<file path="config.mk">
export PLATFORM = sky130hd
export DESIGN_NAME = tmr0_core
export DESIGN_NICKNAME = d
export VERILOG_FILES = /design/src/verilog/tmr0_pkg.sv /design/src/verilog/tmr0_core.sv
export SDC_FILE = /design/constraint.sdc
export NUM_CORES = 1
export LEC_CHECK = 0
export BUFFER_PORTS_ARGS = -buffer_cell sky130_fd_sc_hd__buf_4
export CORE_UTILIZATION = 30
export CTS_CLUSTER_SIZE = 14
export DETAILED_ROUTE_END_ITERATION = 7
export GPL_ROUTABILITY_DRIVEN = 0
export GPL_TIMING_DRIVEN = 1
export PLACE_DENSITY = 0.59
export SYNTH_ARGS = -nofsm -noshare
export SYNTH_HDL_FRONTEND = slang
export SYNTH_SLANG_ARGS = --single-unit
</file>
<file path="constraint.sdc">
create_clock -name sys_clk -period 4.5 [get_ports sys_clk]
set_input_delay 0.45 -clock sys_clk [delete_from_list [all_inputs] [get_ports sys_clk]]
set_output_delay 0.45 -clock sys_clk [all_outputs]
set_load 0.02 [all_outputs]
</file>
<file path="src/verilog/tmr0_pkg.sv">
// package: register map, field layout and mode encodings for the timer core
`default_nettype none
package tmr0_pkg;
    // =========================================================
    // register byte addresses
    localparam logic [7:0] TMR0_OFS_CTRL_A = 8'h00;
    localparam logic [7:0] TMR0_OFS_CTRL_B = 8'h04;
    localparam logic [7:0] TMR0_OFS_COUNT = 8'h08;
    localparam logic [7:0] TMR0_OFS_CMP_A = 8'h0c;
    localparam logic [7:0] TMR0_OFS_CMP_B = 8'h10;
    localparam logic [7:0] TMR0_OFS_MASK = 8'h14;
    localparam logic [7:0] TMR0_OFS_FLAG = 8'h18;
    // =========================================================
    // field positions
    localparam int TMR0_A_WGM0 = 0;
    localparam int TMR0_A_WGM1 = 1;
    localparam int TMR0_A_COMB_LO = 4;
    localparam int TMR0_A_COMA_LO = 6;
    localparam int TMR0_B_CS_LO = 0;
    localparam int TMR0_B_WGM2 = 3;
    localparam int TMR0_B_FOCB = 6;
    localparam int TMR0_B_FOCA = 7;
    localparam int TMR0_F_OVF = 0;
    localparam int TMR0_F_CMPA = 1;
    localparam int TMR0_F_CMPB = 2;
    // =========================================================
    // values
    localparam logic [7:0] TMR0_BOTTOM = 8'h00;
    localparam logic [7:0] TMR0_MAX = 8'hff;
    localparam logic [7:0] TMR0_RST_BYTE = 8'h00;
    localparam logic [1:0] TMR0_RESP_OKAY = 2'h0;
    localparam logic [1:0] TMR0_RESP_SLVERR = 2'h2;
    // clock select codes
    localparam logic [2:0] TMR0_CS_STOP = 3'h0;
    localparam logic [2:0] TMR0_CS_EXT_FALL = 3'h6;
    localparam logic [2:0] TMR0_CS_EXT_RISE = 3'h7;
    // waveform modes
    localparam logic [2:0] TMR0_WGM_NORMAL = 3'h0;
    localparam logic [2:0] TMR0_WGM_PC_MAX = 3'h1;
    localparam logic [2:0] TMR0_WGM_CTC = 3'h2;
    localparam logic [2:0] TMR0_WGM_FAST_MAX = 3'h3;
    localparam logic [2:0] TMR0_WGM_PC_OCRA = 3'h5;
    localparam logic [2:0] TMR0_WGM_FAST_OCRA = 3'h7;
endpackage
`default_nettype wire

</file>
<file path="src/verilog/tmr0_core.sv">
// timer0 counter, compare units and AXI4-Lite register slave
//
// Design decisions made here: the address map and the AXI4-Lite register port.
`default_nettype none
module tmr0_core
    import tmr0_pkg::*;
(
    input wire logic sys_clk,
    input wire logic sys_rst,
    input wire logic prescale_tick,
    input wire logic external_count_pin,
    input wire logic [2:0] irq_ack,
    input wire logic [7:0] s_axi_awaddr,
    input wire logic s_axi_awvalid,
    output logic s_axi_awready,
    input wire logic [31:0] s_axi_wdata,
    input wire logic [3:0] s_axi_wstrb,
    input wire logic s_axi_wvalid,
    output logic s_axi_wready,
    output logic [1:0] s_axi_bresp,
    output logic s_axi_bvalid,
    input wire logic s_axi_bready,
    input wire logic [7:0] s_axi_araddr,
    input wire logic s_axi_arvalid,
    output logic s_axi_arready,
    output logic [31:0] s_axi_rdata,
    output logic [1:0] s_axi_rresp,
    output logic s_axi_rvalid,
    input wire logic s_axi_rready,
    output logic [2:0] irq_req,
    output logic match_a,
    output logic match_b,
    output logic [2:0] waveform_mode_field,
    output logic [1:0] compare_output_mode_a,
    output logic [1:0] compare_output_mode_b,
    output logic at_max,
    output logic at_bottom,
    output logic compare_output_a,
    output logic compare_output_b
);
    // =========================================================
    // helpers
    function automatic logic is_pwm(input logic [2:0] m);
        is_pwm = (m != TMR0_WGM_NORMAL) && (m != TMR0_WGM_CTC);
    endfunction

    function automatic logic [7:0] lane_merge(input logic [7:0] old, input logic [31:0] d,
                                              input logic [3:0] s);
        lane_merge = s[0] ? d[7:0] : old;
    endfunction

    // =========================================================
    // state
    logic [7:0] ctrl_a_q;
    logic [7:0] ctrl_b_q;
    logic [7:0] timer_count_value_q;
    logic [7:0] compare_value_a_q;
    logic [7:0] compare_value_b_q;
    logic [7:0] cmp_buf_a_q;
    logic [7:0] cmp_buf_b_q;
    logic [2:0] timer_mask_register_q;
    logic [2:0] timer_flag_register_q;
    logic ext_pin_q;
    logic block_q;
    logic dir_down_q;
    logic oc_a_q;
    logic oc_b_q;

    logic [7:0] aw_addr_q;
    logic aw_have_q;
    logic [31:0] w_data_q;
    logic [3:0] w_strb_q;
    logic w_have_q;

    // =========================================================
    // mode decode
    logic [2:0] wgm;
    logic [2:0] cs;
    logic pwm;
    logic top_is_a;
    logic fast_pwm;
    logic [7:0] top_val;
    logic timer_tick;
    logic is_top;
    logic is_bottom;
    logic cnt_clear;
    logic cnt_count;
    logic cnt_dir_down;
    logic hit_a;
    logic hit_b;
    logic wr_fire;
    logic wr_count;

    assign wgm = {ctrl_b_q[TMR0_B_WGM2], ctrl_a_q[TMR0_A_WGM1], ctrl_a_q[TMR0_A_WGM0]};
    assign cs = ctrl_b_q[TMR0_B_CS_LO +: 3];
    assign pwm = is_pwm(wgm);
    assign top_is_a = wgm[2];
    assign fast_pwm = wgm[0] & wgm[1];
    assign top_val = (top_is_a || wgm == TMR0_WGM_CTC) ? compare_value_a_q : TMR0_MAX;

    // tick source select
    always_comb begin
        case (cs)
            TMR0_CS_STOP: timer_tick = 1'b0;
            TMR0_CS_EXT_FALL: timer_tick = ext_pin_q & ~external_count_pin;
            TMR0_CS_EXT_RISE: timer_tick = ~ext_pin_q & external_count_pin;
            default: timer_tick = prescale_tick;
        endcase
    end

    assign is_top = (timer_count_value_q == top_val);
    assign is_bottom = (timer_count_value_q == TMR0_BOTTOM);
    assign hit_a = (timer_count_value_q == compare_value_a_q) && !block_q;
    assign hit_b = (timer_count_value_q == compare_value_b_q) && !block_q;

    // count, direction and clear controls
    always_comb begin
        cnt_count = timer_tick;
        cnt_clear = 1'b0;
        cnt_dir_down = 1'b0;
        if (wgm == TMR0_WGM_CTC) begin
            cnt_clear = is_top;
        end else if (fast_pwm) begin
            cnt_clear = is_top;
        end else if (wgm[0]) begin
            // phase correct turns round at top and bottom
            if (is_top) begin
                cnt_dir_down = 1'b1;
            end else if (is_bottom) begin
                cnt_dir_down = 1'b0;
            end else begin
                cnt_dir_down = dir_down_q;
            end
        end
    end

    // =========================================================
    // AXI write channel capture
    assign wr_fire = aw_have_q && w_have_q && !s_axi_bvalid;
    assign wr_count = wr_fire && aw_addr_q == TMR0_OFS_COUNT && w_strb_q[0];

    always_ff @(posedge sys_clk or posedge sys_rst) begin
        if (sys_rst) begin
            aw_have_q <= 1'b0;
            aw_addr_q <= 8'h00;
            s_axi_awready <= 1'b0;
        end else begin
            s_axi_awready <= !aw_have_q && !s_axi_awready;
            if (s_axi_awvalid && s_axi_awready) begin
                aw_have_q <= 1'b1;
                aw_addr_q <= s_axi_awaddr;
            end else if (wr_fire) begin
                aw_have_q <= 1'b0;
            end
        end
    end

    always_ff @(posedge sys_clk or posedge sys_rst) begin
        if (sys_rst) begin
            w_have_q <= 1'b0;
            w_data_q <= 32'h0000_0000;
            w_strb_q <= 4'h0;
            s_axi_wready <= 1'b0;
        end else begin
            s_axi_wready <= !w_have_q && !s_axi_wready;
            if (s_axi_wvalid && s_axi_wready) begin
                w_have_q <= 1'b1;
                w_data_q <= s_axi_wdata;
                w_strb_q <= s_axi_wstrb;
            end else if (wr_fire) begin
                w_have_q <= 1'b0;
            end
        end
    end

    always_ff @(posedge sys_clk or posedge sys_rst) begin
        if (sys_rst) begin
            s_axi_bvalid <= 1'b0;
            s_axi_bresp <= TMR0_RESP_OKAY;
        end else if (wr_fire) begin
            s_axi_bvalid <= 1'b1;
            s_axi_bresp <= (aw_addr_q > TMR0_OFS_FLAG || aw_addr_q[1:0] != 2'h0)
                ? TMR0_RESP_SLVERR : TMR0_RESP_OKAY;
        end else if (s_axi_bready) begin
            s_axi_bvalid <= 1'b0;
        end
    end

    // =========================================================
    // control and mask registers
    always_ff @(posedge sys_clk or posedge sys_rst) begin
        if (sys_rst) begin
            ctrl_a_q <= TMR0_RST_BYTE;
            ctrl_b_q <= TMR0_RST_BYTE;
            timer_mask_register_q <= 3'h0;
        end else begin
            // force strobes read back as zero
            ctrl_b_q[TMR0_B_FOCA] <= 1'b0;
            ctrl_b_q[TMR0_B_FOCB] <= 1'b0;
            if (wr_fire && aw_addr_q == TMR0_OFS_CTRL_A) begin
                ctrl_a_q <= lane_merge(ctrl_a_q, w_data_q, w_strb_q);
            end
            if (wr_fire && aw_addr_q == TMR0_OFS_CTRL_B) begin
                ctrl_b_q <= lane_merge(ctrl_b_q, w_data_q, w_strb_q);
            end
            if (wr_fire && aw_addr_q == TMR0_OFS_MASK && w_strb_q[0]) begin
                timer_mask_register_q <= w_data_q[2:0];
            end
        end
    end

    // =========================================================
    // counter
    always_ff @(posedge sys_clk or posedge sys_rst) begin
        if (sys_rst) begin
            timer_count_value_q <= TMR0_RST_BYTE;
            dir_down_q <= 1'b0;
            ext_pin_q <= 1'b0;
        end else begin
            ext_pin_q <= external_count_pin;
            if (wr_count) begin
                timer_count_value_q <= w_data_q[7:0];
            end else if (cnt_count) begin
                dir_down_q <= cnt_dir_down;
                if (cnt_clear) begin
                    timer_count_value_q <= TMR0_BOTTOM;
                end else if (cnt_dir_down) begin
                    timer_count_value_q <= timer_count_value_q - 8'h01;
                end else begin
                    timer_count_value_q <= timer_count_value_q + 8'h01;
                end
            end
        end
    end

    // match blocking after a count write, held until a tick passes
    always_ff @(posedge sys_clk or posedge sys_rst) begin
        if (sys_rst) begin
            block_q <= 1'b0;
        end else if (wr_count) begin
            block_q <= 1'b1;
        end else if (timer_tick) begin
            block_q <= 1'b0;
        end
    end

    // =========================================================
    // compare values and buffers
    logic load_pt;
    assign load_pt = timer_tick && (fast_pwm ? is_top : is_bottom);

    always_ff @(posedge sys_clk or posedge sys_rst) begin
        if (sys_rst) begin
            compare_value_a_q <= TMR0_RST_BYTE;
            compare_value_b_q <= TMR0_RST_BYTE;
            cmp_buf_a_q <= TMR0_RST_BYTE;
            cmp_buf_b_q <= TMR0_RST_BYTE;
        end else begin
            if (wr_fire && aw_addr_q == TMR0_OFS_CMP_A && w_strb_q[0]) begin
                if (pwm) begin
                    cmp_buf_a_q <= w_data_q[7:0];
                end else begin
                    compare_value_a_q <= w_data_q[7:0];
                    cmp_buf_a_q <= w_data_q[7:0];
                end
            end
            if (wr_fire && aw_addr_q == TMR0_OFS_CMP_B && w_strb_q[0]) begin
                if (pwm) begin
                    cmp_buf_b_q <= w_data_q[7:0];
                end else begin
                    compare_value_b_q <= w_data_q[7:0];
                    cmp_buf_b_q <= w_data_q[7:0];
                end
            end
            if (pwm && load_pt) begin
                compare_value_a_q <= cmp_buf_a_q;
                compare_value_b_q <= cmp_buf_b_q;
            end
        end
    end

    // =========================================================
    // flags: hardware set wins over clear
    logic [2:0] flag_set;
    logic [2:0] flag_clr;
    logic ovf_evt;

    // overflow when the count wraps from max to zero, at top in fast pwm, or on the tick that leaves bottom after counting down in phase correct
    assign ovf_evt = timer_tick && !wr_count &&
        (pwm && !fast_pwm ? (is_bottom && dir_down_q) :
         (wgm == TMR0_WGM_NORMAL || wgm == TMR0_WGM_CTC) ? (timer_count_value_q == TMR0_MAX)
         : is_top);

    always_comb begin
        flag_set = 3'h0;
        flag_set[TMR0_F_OVF] = ovf_evt;
        flag_set[TMR0_F_CMPA] = timer_tick && hit_a;
        flag_set[TMR0_F_CMPB] = timer_tick && hit_b;
        flag_clr = irq_ack;
        if (wr_fire && aw_addr_q == TMR0_OFS_FLAG && w_strb_q[0]) begin
            flag_clr = flag_clr | w_data_q[2:0];
        end
    end

    always_ff @(posedge sys_clk or posedge sys_rst) begin
        if (sys_rst) begin
            timer_flag_register_q <= 3'h0;
        end else begin
            timer_flag_register_q <= (timer_flag_register_q & ~flag_clr) | flag_set;
        end
    end

    always_ff @(posedge sys_clk or posedge sys_rst) begin
        if (sys_rst) begin
            irq_req <= 3'h0;
        end else begin
            irq_req <= ((timer_flag_register_q & ~flag_clr) | flag_set)
                & timer_mask_register_q;
        end
    end

    // =========================================================
    // waveform generator interface and simple output register
    logic frc_a;
    logic frc_b;
    assign frc_a = wr_fire && aw_addr_q == TMR0_OFS_CTRL_B && w_strb_q[0]
        && w_data_q[TMR0_B_FOCA] && !pwm;
    assign frc_b = wr_fire && aw_addr_q == TMR0_OFS_CTRL_B && w_strb_q[0]
        && w_data_q[TMR0_B_FOCB] && !pwm;

    function automatic logic oc_next(input logic cur, input logic [1:0] com);
        case (com)
            2'h1: oc_next = ~cur;
            2'h2: oc_next = 1'b0;
            2'h3: oc_next = 1'b1;
            default: oc_next = cur;
        endcase
    endfunction

    always_ff @(posedge sys_clk or posedge sys_rst) begin
        if (sys_rst) begin
            oc_a_q <= 1'b0;
            oc_b_q <= 1'b0;
        end else begin
            if (frc_a || (timer_tick && hit_a)) begin
                oc_a_q <= oc_next(oc_a_q, ctrl_a_q[TMR0_A_COMA_LO +: 2]);
            end
            if (frc_b || (timer_tick && hit_b)) begin
                oc_b_q <= oc_next(oc_b_q, ctrl_a_q[TMR0_A_COMB_LO +: 2]);
            end
        end
    end

    always_ff @(posedge sys_clk or posedge sys_rst) begin
        if (sys_rst) begin
            match_a <= 1'b0;
            match_b <= 1'b0;
            waveform_mode_field <= 3'h0;
            compare_output_mode_a <= 2'h0;
            compare_output_mode_b <= 2'h0;
            at_max <= 1'b0;
            at_bottom <= 1'b0;
            compare_output_a <= 1'b0;
            compare_output_b <= 1'b0;
        end else begin
            match_a <= hit_a;
            match_b <= hit_b;
            waveform_mode_field <= wgm;
            compare_output_mode_a <= ctrl_a_q[TMR0_A_COMA_LO +: 2];
            compare_output_mode_b <= ctrl_a_q[TMR0_A_COMB_LO +: 2];
            at_max <= (timer_count_value_q == TMR0_MAX);
            at_bottom <= is_bottom;
            compare_output_a <= oc_a_q;
            compare_output_b <= oc_b_q;
        end
    end

    // =========================================================
    // AXI read channel
    logic [7:0] rd_byte;
    always_comb begin
        case (s_axi_araddr)
            TMR0_OFS_CTRL_A: rd_byte = ctrl_a_q;
            TMR0_OFS_CTRL_B: rd_byte = ctrl_b_q;
            TMR0_OFS_COUNT: rd_byte = timer_count_value_q;
            TMR0_OFS_CMP_A: rd_byte = pwm ? cmp_buf_a_q : compare_value_a_q;
            TMR0_OFS_CMP_B: rd_byte = pwm ? cmp_buf_b_q : compare_value_b_q;
            TMR0_OFS_MASK: rd_byte = {5'h00, timer_mask_register_q};
            TMR0_OFS_FLAG: rd_byte = {5'h00, timer_flag_register_q};
            default: rd_byte = 8'h00;
        endcase
    end

    always_ff @(posedge sys_clk or posedge sys_rst) begin
        if (sys_rst) begin
            s_axi_arready <= 1'b0;
            s_axi_rvalid <= 1'b0;
            s_axi_rdata <= 32'h0000_0000;
            s_axi_rresp <= TMR0_RESP_OKAY;
        end else begin
            s_axi_arready <= !s_axi_rvalid && !s_axi_arready;
            if (s_axi_arvalid && s_axi_arready) begin
                s_axi_rvalid <= 1'b1;
                s_axi_rdata <= {24'h000000, rd_byte};
                s_axi_rresp <= (s_axi_araddr > TMR0_OFS_FLAG || s_axi_araddr[1:0] != 2'h0)
                    ? TMR0_RESP_SLVERR : TMR0_RESP_OKAY;
            end else if (s_axi_rready) begin
                s_axi_rvalid <= 1'b0;
            end
        end
    end
endmodule
`default_nettype wire

</file>
==> results_dict.tcl, run 1 <==
set metrics [dict create \
    run_status "finished, final reports clean" \
    cts_sinks 117 \
    fin_crit_sh_pct 88.01 \
    worst-path-buf-inv 1 \
    num_io_pins 121 \
    drt-total-wl_um 15740 \
    yosysWarnings 0 \
    setup_tns_ns 0 \
    wl_per_cell_um 17.91 \
    rows 51 \
    hpwl_um 11230 \
    grt_pass1_vias 4573 \
    grt_max_degree 49 \
    cpPeakStageDelay_ns 0.59 \
    diodes 0 \
    path_cells "inv_2, a222oi_1, o221ai_2, or3_4, a21oi_1, ha_1, a21o_1, a21oi_1, o21ai_0, o41ai_1, xor2_1, o21ai_0" \
    grt_antenna_before_repair 0 \
    cp_max_fo 8 \
    max_freq_mhz 252.5 \
    worstSetupStartpoint "timer_count_value_q[1]$_DFFE_PP0P_" \
    drive_gt1_share_pct 33.71 \
    die-area_mm2 0.02066 \
    ys_types 60 \
    drt_iter0_drc 261 \
    slowest_stage "dfrtp_1" \
    clk_path_buf_depth 2 \
    ant_nets 0 \
    globalRouteMet3Util_pct 4.365 \
    synth-edff-count 0 \
    multi_input_area_mm2 0.002820 \
    grtUsageMet1_pct 22.61 \
    worst_pin_slew_ns 1.131 \
    grt_first_pass_wirelength_um 25280 \
    async_reset_ff_share_pct 100.0 \
    yosys.area.top_type "dfrtp_1" \
    hp-class "input port to async pin" \
    core_area_mm2 0.01959 \
    fill_cells 1913 \
    final_cell_mix "dfrtp_1 (117), mux2_2 (76), buf_4 (76)" \
    hold_slack_ns 0.02713 \
    rsz0062_at_grt "false" \
    syn-cell-area_mm2 0.006027 \
    clk_pin_slew_ns 0.06 \
    cap_violations 0 \
    path_delay_family "compound AO/OA/AOI/OAI gates" \
    skew_ns 0.01109 \
    leakage_nw 3.402 \
    powerDensity_mw_per_mm2 503.6 \
    regToRegEndpoint "timer_count_value_q[7]$_DFFE_PP0P_" \
    rr_worst_depth 12 \
    clock-root-buffer "clkbuf_16" \
    total_power_mw 3.703 \
    dr.pass1.iters 7 \
    synth-seq-cells 117 \
    final_common_cell "dfrtp_1" \
    hold_buffers 0 \
    use_met2_pct 24.71 \
    die_y_um 143.7 \
    busiest_layer "met2" \
    numCtsBuffers 17 \
    maxSlewHeadroom_pct 24.34 \
    reg2reg_from "timer_count_value_q[1]$_DFFE_PP0P_" \
    post-synth-top-area-fraction_pct 48.58 \
    hold_viol_final 0 \
    portBuffers 67 \
    start_util_pct 30.77 \
    cts_resized 0 \
    synth_area_leaders "dfrtp_1 (49%), mux2_2 (14%), buf_4 (3.2%)" \
    min_period_ns 3.960 \
    die_w_um 143.7 \
    path_class "flop to flop" \
    r2r_setup_slack_ns 0.54 \
    setup_viol 0 \
    avgSynthCellArea_um2 11.41 \
    worstSetupEndpointType "flop" \
    ir_drop_uv 295.5 \
    fin_nets 673 \
    ff_latch_area_mm2 0.002928 \
    htreeDepth 4 \
    cts_tree "yes" \
    post_cts.repair.setup_buffers 0 \
    grt_overflow_total 0 \
    post-route-drc-count 0 \
    grt_util_all_layers_pct 16.46 \
    vias_per_cell 5.113 \
    required_ns 4.76 \
    synthCells 528 \
    critical_path_cell_count 12 \
    clkLatencyLatePin_ns 0.42 \
    synthFlopType "dfrtp_1" \
    startpoint_type "flop" \
    route.vias.total 4494 \
    slew_violations 0 \
    yosysSeqAreaShare_pct 48.58 \
    syn2layout_area_growth_pct 22.01 \
    cp.arrival_ns 4.22 \
]
## sequential cells by signal, indices dropped and copies added (netlist names), 2 cells and up
name and cells:
aw_addr_q 8, cmp_buf_a_q 8, cmp_buf_b_q 8, compare_value_a_q 8
compare_value_b_q 8, ctrl_a_q 8, ctrl_b_q 8, s_axi_rdata 8
timer_count_value_q 8, w_data_q 8, irq_req 3, timer_flag_register_q 3
timer_mask_register_q 3, waveform_mode_field 3, compare_output_mode_a 2, compare_output_mode_b 2
## through the flow
stage / cells / utilization [%] / instance area, µm² / setup slack (ns)
after floorplan: 553 / - / 6121 / 0.9492
after global placement: 848 / 34.38 / 6735 / 0.7259
after detailed placement: 848 / 34.38 / 6735 / 0.5625
after CTS: 879 / 37.54 / 7353 / 0.5102
after global routing: 879 / 37.54 / 7353 / 0.1570
final: 879 / 37.54 / 7353 / 0.5397
## how the worst max path moves through the flow
stage                                          to
2_1_floorplan                 at_bottom$_DFF_PP0_
6_report       timer_count_value_q[7]$_DFFE_PP0P_
3_5_place_dp   timer_count_value_q[7]$_DFFE_PP0P_
3_3_place_gp   timer_count_value_q[7]$_DFFE_PP0P_
4_1_cts        timer_count_value_q[7]$_DFFE_PP0P_
5_1_grt        timer_count_value_q[7]$_DFFE_PP0P_
## layer usage
metal	part of all wire [%]	up-vias
li1	-	2010
met1	46	2254
met2	45	195
met3	7.2	35
met4	2.1	0
met5	0	-
## cell usage after synthesis (2+ instances only)
cell	instances
a22o_1	5
a21oi_1	18
a32oi_1	3
o31ai_1	2
inv_2	2
xnor2_1	9
nor2_1	24
mux2_2	76
nand2b_1	8
and2_1	3
o211ai_1	3
buf_4	26
and3_1	3
buf_1	4
nand4_1	7
dfrtp_1	117
nand3b_1	7
o21a_1	2
or4_1	3
nor2b_1	7
xor2_1	5
nand3_1	5
nor4_1	7
o2111ai_1	2
a31o_2	3
buf_2	3
o22ai_1	2
mux2_4	10
clkbuf_1	12
mux4_2	4
nor3_1	5
inv_1	20
o21ai_0	33
mux2i_1	14
ha_1	6
a22oi_1	8
a31oi_1	3
nand2_1	32
a21o_1	4
## worst reg2reg max path: cells and delay by family (launching register included)
kind            cells  cell delay (ns)
buf+inv             1             0.07
compound gates      8             2.16
simple gates        1             0.46
flops               1             0.59
fa+ha+maj           1             0.36
xor+xnor            1             0.18
## logic make-up (layout without fill, tap and decap cells)
| logic type | after synthesis | count (layout) | share of synthesized area (%) |
|---|---|---|---|
| xor+xnor | 14 | 14 | 2.035 |
| simple gates | 118 | 118 | 10.28 |
| fa+ha+maj | 7 | 7 | 1.578 |
| buf+inv | 68 | 129 | 6.186 |
| flops | 117 | 117 | 48.58 |
| mux | 104 | 104 | 20.51 |
| other cells | 1 | 26 | 0.06222 |
| compound gates | 99 | 99 | 10.77 |
## report_power, final
group | switching, mW | internal [mW] | total [mW]
clock | 0.465 | 0.970 | 1.43
combinational | 0.392 | 0.349 | 0.741
sequential | 0.286 | 1.24 | 1.53
## layout make-up
| class | count | area share (%) |
|---|---|---|
| multi-input cells | 368 | 38.35 |
| clock buffers | 19 | 5.887 |
| inverters | 22 | 1.157 |
| repair buffers | 76 | 7.759 |
| flip-flops and latches | 117 | 39.82 |
| clock inverters | 12 | 2.518 |
| well taps | 265 | 4.509 |
(Power assumes the default switching activity.)
==> inputs of run 2 (changes only) <==
--- a/config.mk
+++ b/config.mk
@@ -6,12 +6,12 @@
 export NUM_CORES = 1
 export LEC_CHECK = 0
 export BUFFER_PORTS_ARGS = -buffer_cell sky130_fd_sc_hd__buf_4
-export CORE_UTILIZATION = 30
+export CORE_UTILIZATION = 55
 export CTS_CLUSTER_SIZE = 14
 export DETAILED_ROUTE_END_ITERATION = 7
 export GPL_ROUTABILITY_DRIVEN = 0
 export GPL_TIMING_DRIVEN = 1
-export PLACE_DENSITY = 0.59
+export PLACE_DENSITY = 0.9
 export SYNTH_ARGS = -nofsm -noshare
 export SYNTH_HDL_FRONTEND = slang
 export SYNTH_SLANG_ARGS = --single-unit
==> results_dict.tcl, run 2 (synthesis gave the netlist of run 1 again) <==
set metrics [dict create \
    clockPowerShare_pct 38.3 \
    slowest_stage "dfrtp_1" \
    ir_drop_uv 448.4 \
    clock-root-buffer "clkbuf_8" \
    ant_nets 0 \
    cts_sinks 117 \
    grt_overflow_total 0 \
    clk_pin_slew_ns 0.06 \
    clk_path_buf_depth 2 \
    setup_ws_ns 0.7471 \
    worst-path-buf-inv 2 \
    die_w_um 106.7 \
    dr.pass1.iters 6 \
    hold_buffers 0 \
    wl_per_cell_um 20.50 \
    final_cell_mix "dfrtp_1 (117), mux2_2 (76), buf_4 (72)" \
    post-route-drc-count 0 \
    final_common_cell "dfrtp_1" \
    grt_pass1_vias 4740 \
    post-place-ws_ns 0.9021 \
    rows 37 \
    r2r_setup_slack_ns 0.75 \
    cts_tree "yes" \
    post_cts.repair.setup_buffers 0 \
    hp-class "input port to flop" \
    die-area_mm2 0.01138 \
    hold_viol_final 0 \
    startpoint_type "flop" \
    vias_per_cell 6.260 \
    leakage_nw 3.370 \
    fill_cells 735 \
    worstHoldStart "external_count_pin" \
    p_sw_share_pct 32.32 \
    syn2layout_area_growth_pct 18.89 \
    clkLatencyLatePin_ns 0.53 \
    fin_crit_sh_pct 83.40 \
    regToRegEndpoint "timer_count_value_q[7]$_DFFE_PP0P_" \
    numCtsBuffers 17 \
    worstSetupEndpointType "flop" \
    max_freq_mhz 266.5 \
    hold_end "ext_pin_q$_DFF_PP0_" \
    required_ns 4.87 \
    route.vias.total 4676 \
    drt-total-wl_um 15310 \
    hpwl_um 10420 \
    rsz0062_at_grt "false" \
    path_delay_family "compound AO/OA/AOI/OAI gates" \
    p_sw_mw 1.186 \
    grt_first_pass_wirelength_um 24300 \
    worst_pin_slew_ns 1.278 \
    seqPwrFrac_pct 41.6 \
    slew_violations 0 \
    diodes 0 \
    intPower_mw 2.484 \
    holdPathStages 1 \
    powerDensity_mw_per_mm2 512.2 \
    cp.arrival_ns 4.12 \
    rr_worst_depth 13 \
    cp_max_fo 8 \
    setup_viol 0 \
    drive_gt1_share_pct 33.72 \
    htreeDepth 4 \
    core_area_mm2 0.01046 \
    grt_util_all_layers_pct 28.39 \
    p_comb_share_pct 20.1 \
    reg2reg_from "timer_count_value_q[1]$_DFFE_PP0P_" \
    skew_ns 0.007477 \
    grt_max_degree 92 \
    start_util_pct 57.61 \
    grt_antenna_before_repair 0 \
    setup_tns_ns 0 \
    num_io_pins 121 \
    cap_violations 0 \
    portBuffers 67 \
    path_class "flop to flop" \
    min_period_ns 3.753 \
    fin_util_pct 68.49 \
    die_y_um 106.7 \
    cts_resized 0 \
    run_status "finished, final reports clean" \
    maxSlewHeadroom_pct 14.25 \
    cpPeakStageDelay_ns 0.57 \
    path_cells "inv_2, a222oi_1, o221ai_2, or3_4, a21oi_1, buf_4, ha_1, a21o_1, a21oi_1, o21ai_0, o41ai_1, xor2_1, o21ai_0" \
    drt_iter0_drc 442 \
    fin_nets 669 \
]
run 2: through the flow:
step / power [mW] / instance area, µm² / hold WS, ns / std cells
final: 3.670 / 7166 / 0.04808 / 747
after global routing: 3.814 / 7166 / 0.04026 / 747
after CTS: 3.663 / 7166 / 0.03812 / 747
after detailed placement: 2.254 / 6544 / 0.3678 / 715
after global placement: 2.202 / 6544 / 0.3644 / 715
after floorplan: 1.988 / 6121 / 0.3519 / 553
run 2: cell type report:
cell class                 instances  area [µm²]  area share (%)
sequential                       117        2928           40.86
multi-input combinational        368        2820           39.36
timing repair buffer              72       540.5           7.543
clock buffer                      20       455.4           6.356
tap                              136       170.2           2.375
clock inverter                    12       166.4           2.322
inverter                          22       85.08           1.187
run 2: power groups by stage:
stage                     Clock [mW]  Combinational [mW]  Sequential [mW]
final                           1.41               0.737             1.53
after global routing            1.46               0.802             1.55
after CTS                       1.41               0.736             1.52
after detailed placement           0               0.724             1.53
after global placement             0               0.692             1.51
after floorplan                    0               0.565             1.42
run 2: worst max-delay path by stage:
stage | end | slack (ns) | from | cells after the start
finish | timer_count_value_q[7]$_DFFE_PP0P_ | 0.75 | timer_count_value_q[1]$_DFFE_PP0P_ | 13
global route | timer_count_value_q[7]$_DFFE_PP0P_ | 0.58 | timer_count_value_q[1]$_DFFE_PP0P_ | 13
CTS | timer_count_value_q[7]$_DFFE_PP0P_ | 0.81 | timer_count_value_q[1]$_DFFE_PP0P_ | 13
detailed placement | timer_count_value_q[7]$_DFFE_PP0P_ | 0.90 | timer_count_value_q[1]$_DFFE_PP0P_ | 13
global placement | timer_count_value_q[7]$_DFFE_PP0P_ | 1.05 | timer_count_value_q[1]$_DFFE_PP0P_ | 13
floorplan | at_bottom$_DFF_PP0_ | 0.95 | sys_rst | 1
run 2: routing by layer:
layer	track usage (%)	share of wire (%)	up-vias
met1	35.59	38	2292
met5	0	0	-
met2	44.61	48	315
met4	15.66	4.8	0
li1	-	-	1996
met3	7.842	9.4	73
==> inputs of run 3 (changes only) <==
--- a/config.mk
+++ b/config.mk
@@ -5,13 +5,14 @@
 export SDC_FILE = /design/constraint.sdc
 export NUM_CORES = 1
 export LEC_CHECK = 0
+export ABC_AREA = 1
 export BUFFER_PORTS_ARGS = -buffer_cell sky130_fd_sc_hd__buf_4
-export CORE_UTILIZATION = 55
+export CORE_UTILIZATION = 56
 export CTS_CLUSTER_SIZE = 14
 export DETAILED_ROUTE_END_ITERATION = 7
 export GPL_ROUTABILITY_DRIVEN = 0
 export GPL_TIMING_DRIVEN = 1
-export PLACE_DENSITY = 0.9
+export PLACE_DENSITY = 0.91
 export SYNTH_ARGS = -nofsm -noshare
 export SYNTH_HDL_FRONTEND = slang
 export SYNTH_SLANG_ARGS = --single-unit
==> constraint.sdc (replaced) <==
create_clock -name sys_clk -period 3.5 [get_ports sys_clk]
set_input_delay 0.35 -clock sys_clk [delete_from_list [all_inputs] [get_ports sys_clk]]
set_output_delay 0.35 -clock sys_clk [all_outputs]
set_load 0.02 [all_outputs]
==> results_dict.tcl, run 3 <==
set metrics [dict create \
    cts_resized 0 \
    route.vias.total 5610 \
    synthCells 757 \
    syn-cell-area_mm2 0.006118 \
    leakage_nw 3.750 \
    synth_area_leaders "dfrtp_1 (48%), nand2_1 (13%), inv_1 (4.8%)" \
    die-area_mm2 0.01135 \
    portBuffers 67 \
    fill_cells 816 \
    cp_max_fo 7 \
    vias_per_cell 5.695 \
    synthTopCellsByCount "nand2_1 (220), dfrtp_1 (117), inv_1 (78)" \
    worst_pin_slew_ns 0.7377 \
    final_cell_mix "nand2_1 (220), dfrtp_1 (117), inv_1 (77)" \
    syn2layout_area_growth_pct 18.16 \
    cts_sinks 117 \
    grt_pass1_vias 5385 \
    cts_tree "yes" \
    synth.most_common_cell "nand2_1" \
    slowest_stage "dfrtp_1" \
    min_period_ns 3.039 \
    worstSetupEndpoint "timer_count_value_q[6]$_DFFE_PP0P_" \
    final_common_cell "nand2_1" \
    grt_util_all_layers_pct 30.56 \
    avgSynthCellArea_um2 8.082 \
    synth-compound-area-share_pct 12.78 \
    clkLatencyLatePin_ns 0.52 \
    rsz0062_at_grt "false" \
    path_delay_family "simple AND/OR/NAND/NOR gates" \
    clock-root-buffer "clkbuf_8" \
    total_power_mw 5.130 \
    diodes 0 \
    grt_max_degree 67 \
    max_freq_mhz 329.1 \
    worstHoldStart "s_axi_rready" \
    rows 37 \
    num_io_pins 121 \
    worstSetupEndpointType "flop" \
    post-synth-top-area-fraction_pct 47.85 \
    core_area_mm2 0.01046 \
    clk_pin_slew_ns 0.06 \
    regToRegEndpoint "timer_count_value_q[6]$_DFFE_PP0P_" \
    drt_iter0_drc 695 \
    hp-class "input port to flop" \
    path_cells "inv_2, nand2_1, nand2_2, nor2_2, nand2_1, nor2_2, nand3_2, nand2_1, nand2_1, inv_1, ha_1, a21oi_1, nand2_1, nand2_1, nand2_1, a21oi_1, xor2_1, o21bai_1" \
    clk_path_buf_depth 2 \
    dr.pass1.iters 6 \
    path_common_cell "nand2_1" \
    drt-total-wl_um 16300 \
    wl_per_cell_um 16.54 \
    r2r_setup_slack_ns 0.46 \
    cap_violations 0 \
    synth_top_family_by_area "simple AND/OR/NAND/NOR gates" \
    worstSetupStartpoint "timer_count_value_q[1]$_DFFE_PP0P_" \
    grt_antenna_before_repair 0 \
    synthFlopType "dfrtp_1" \
    die_y_um 106.5 \
    setup_tns_ns 0 \
    drive_gt1_share_pct 17.20 \
    worst-path-buf-inv 2 \
    yosysWarnings 0 \
    fin_nets 907 \
    die_w_um 106.5 \
    run_status "finished, final reports clean" \
    slew_violations 0 \
    grt_overflow_total 0 \
    maxSlewHeadroom_pct 50.71 \
    skew_ns 0.005462 \
    setup_viol 0 \
    synth-simple-area-share_pct 25.97 \
    synth.area.mux_share_pct 0.9202 \
    rr_worst_depth 18 \
    fin_crit_sh_pct 86.83 \
    path_class "flop to flop" \
    grt_first_pass_wirelength_um 26250 \
    ir_drop_uv 543.7 \
    reg2reg_from "timer_count_value_q[1]$_DFFE_PP0P_" \
    required_ns 3.91 \
    critical_path_cell_count 18 \
    synth-edff-count 0 \
    start_util_pct 58.48 \
    cpPeakStageDelay_ns 0.54 \
    synth-seq-cells 117 \
    powerDensity_mw_per_mm2 709.5 \
    yosys.area.top_type "dfrtp_1" \
    async_reset_ff_share_pct 100.0 \
    hpwl_um 11040 \
    ant_nets 0 \
    synthAdderAreaFrac_pct 1.554 \
    hold_viol_final 0 \
    post-route-drc-count 0 \
    startpoint_type "flop" \
    synth_xor_area_share_pct 1.002 \
    ys_types 47 \
    cp.arrival_ns 3.45 \
    numCtsBuffers 17 \
    htreeDepth 4 \
    yosysSeqAreaShare_pct 47.85 \
]
## run 3: cell families (layout without fill, tap and decap cells)
family / after synthesis / after routing
xor gates and xnor gates: 7 / 7
adders and majority gates: 7 / 7
and+or+nand+nor: 359 / 359
muxes: 5 / 5
DFF: 117 / 117
buffers and inverters: 126 / 193
AOI/OAI and AO/OA: 135 / 135
other: 1 / 26
## run 3: layout make-up
cell class	count	area, µm²	share of cell area [%]
multi-input cells	539	2681	37.09
flip-flops and latches	117	2928	40.50
repair buffers	73	568.0	7.857
clock buffers	18	417.9	5.781
well taps	136	170.2	2.354
clock inverters	14	131.4	1.817
inverters	88	332.8	4.604
## run 3: where the power goes
| group | internal, mW | switching [mW] | total [mW] |
|---|---|---|---|
| sequential | 1.67 | 0.361 | 2.03 |
| clock | 0.946 | 0.644 | 1.59 |
| combinational | 0.520 | 0.989 | 1.51 |
| total | 3.14 | 1.99 | 5.13 |
## run 3: what timing repair did
| item | CTS | global route |
|---|---|---|
| hold endpoints to repair | 53 | 0 |
| buffers inserted | 0 | 0 |
| hold buffers | 3 | 0 |
## run 3: how the worst min path moves through the flow
stage,to,slack [ns],cells past startpoint
6_report,s_axi_rvalid$_DFFE_PP0P_,0.01,2
5_1_grt,s_axi_rvalid$_DFFE_PP0P_,0.008,2
4_1_cts,s_axi_rvalid$_DFFE_PP0P_,0.006,2
3_5_place_dp,compare_output_b$_DFF_PP0_,0.40,0
3_3_place_gp,compare_output_b$_DFF_PP0_,0.39,0
2_1_floorplan,compare_output_b$_DFF_PP0_,0.37,0
## run 3: per-layer routing
layer | track usage, % | vias to the layer above | share of wire (%)
li1 | - | 2571 | -
met1 | 38.82 | 2577 | 38
met2 | 47.22 | 381 | 46
met3 | 9.687 | 81 | 12
met4 | 15.07 | 0 | 4.2
met5 | 0 | - | 0
## run 3: worst register-to-register path: stages (launching register included)
cell	delay (ns)
dfrtp_1	0.54
inv_2	0.12
nand2_1	0.09
nand2_2	0.06
nor2_2	0.07
nand2_1	0.07
nor2_2	0.09
nand3_2	0.15
nand2_1	0.14
nand2_1	0.14
inv_1	0.25
ha_1	0.34
a21oi_1	0.21
nand2_1	0.07
nand2_1	0.09
nand2_1	0.07
a21oi_1	0.16
xor2_1	0.16
o21bai_1	0.08
## run 3: stage by stage
stage	hold slack (ns)	cell area (µm²)	setup slack, ns	utilization, %	std cells
final	0.01039	7229	0.4610	69.10	985
after global routing	0.008452	7229	0.3271	69.10	985
after CTS	0.005618	7229	0.5876	69.10	985
after detailed placement	0.4039	6650	0.6288	63.56	950
after global placement	0.3887	6650	0.7180	63.56	950
after floorplan	0.3741	6212	0.04923	-	782
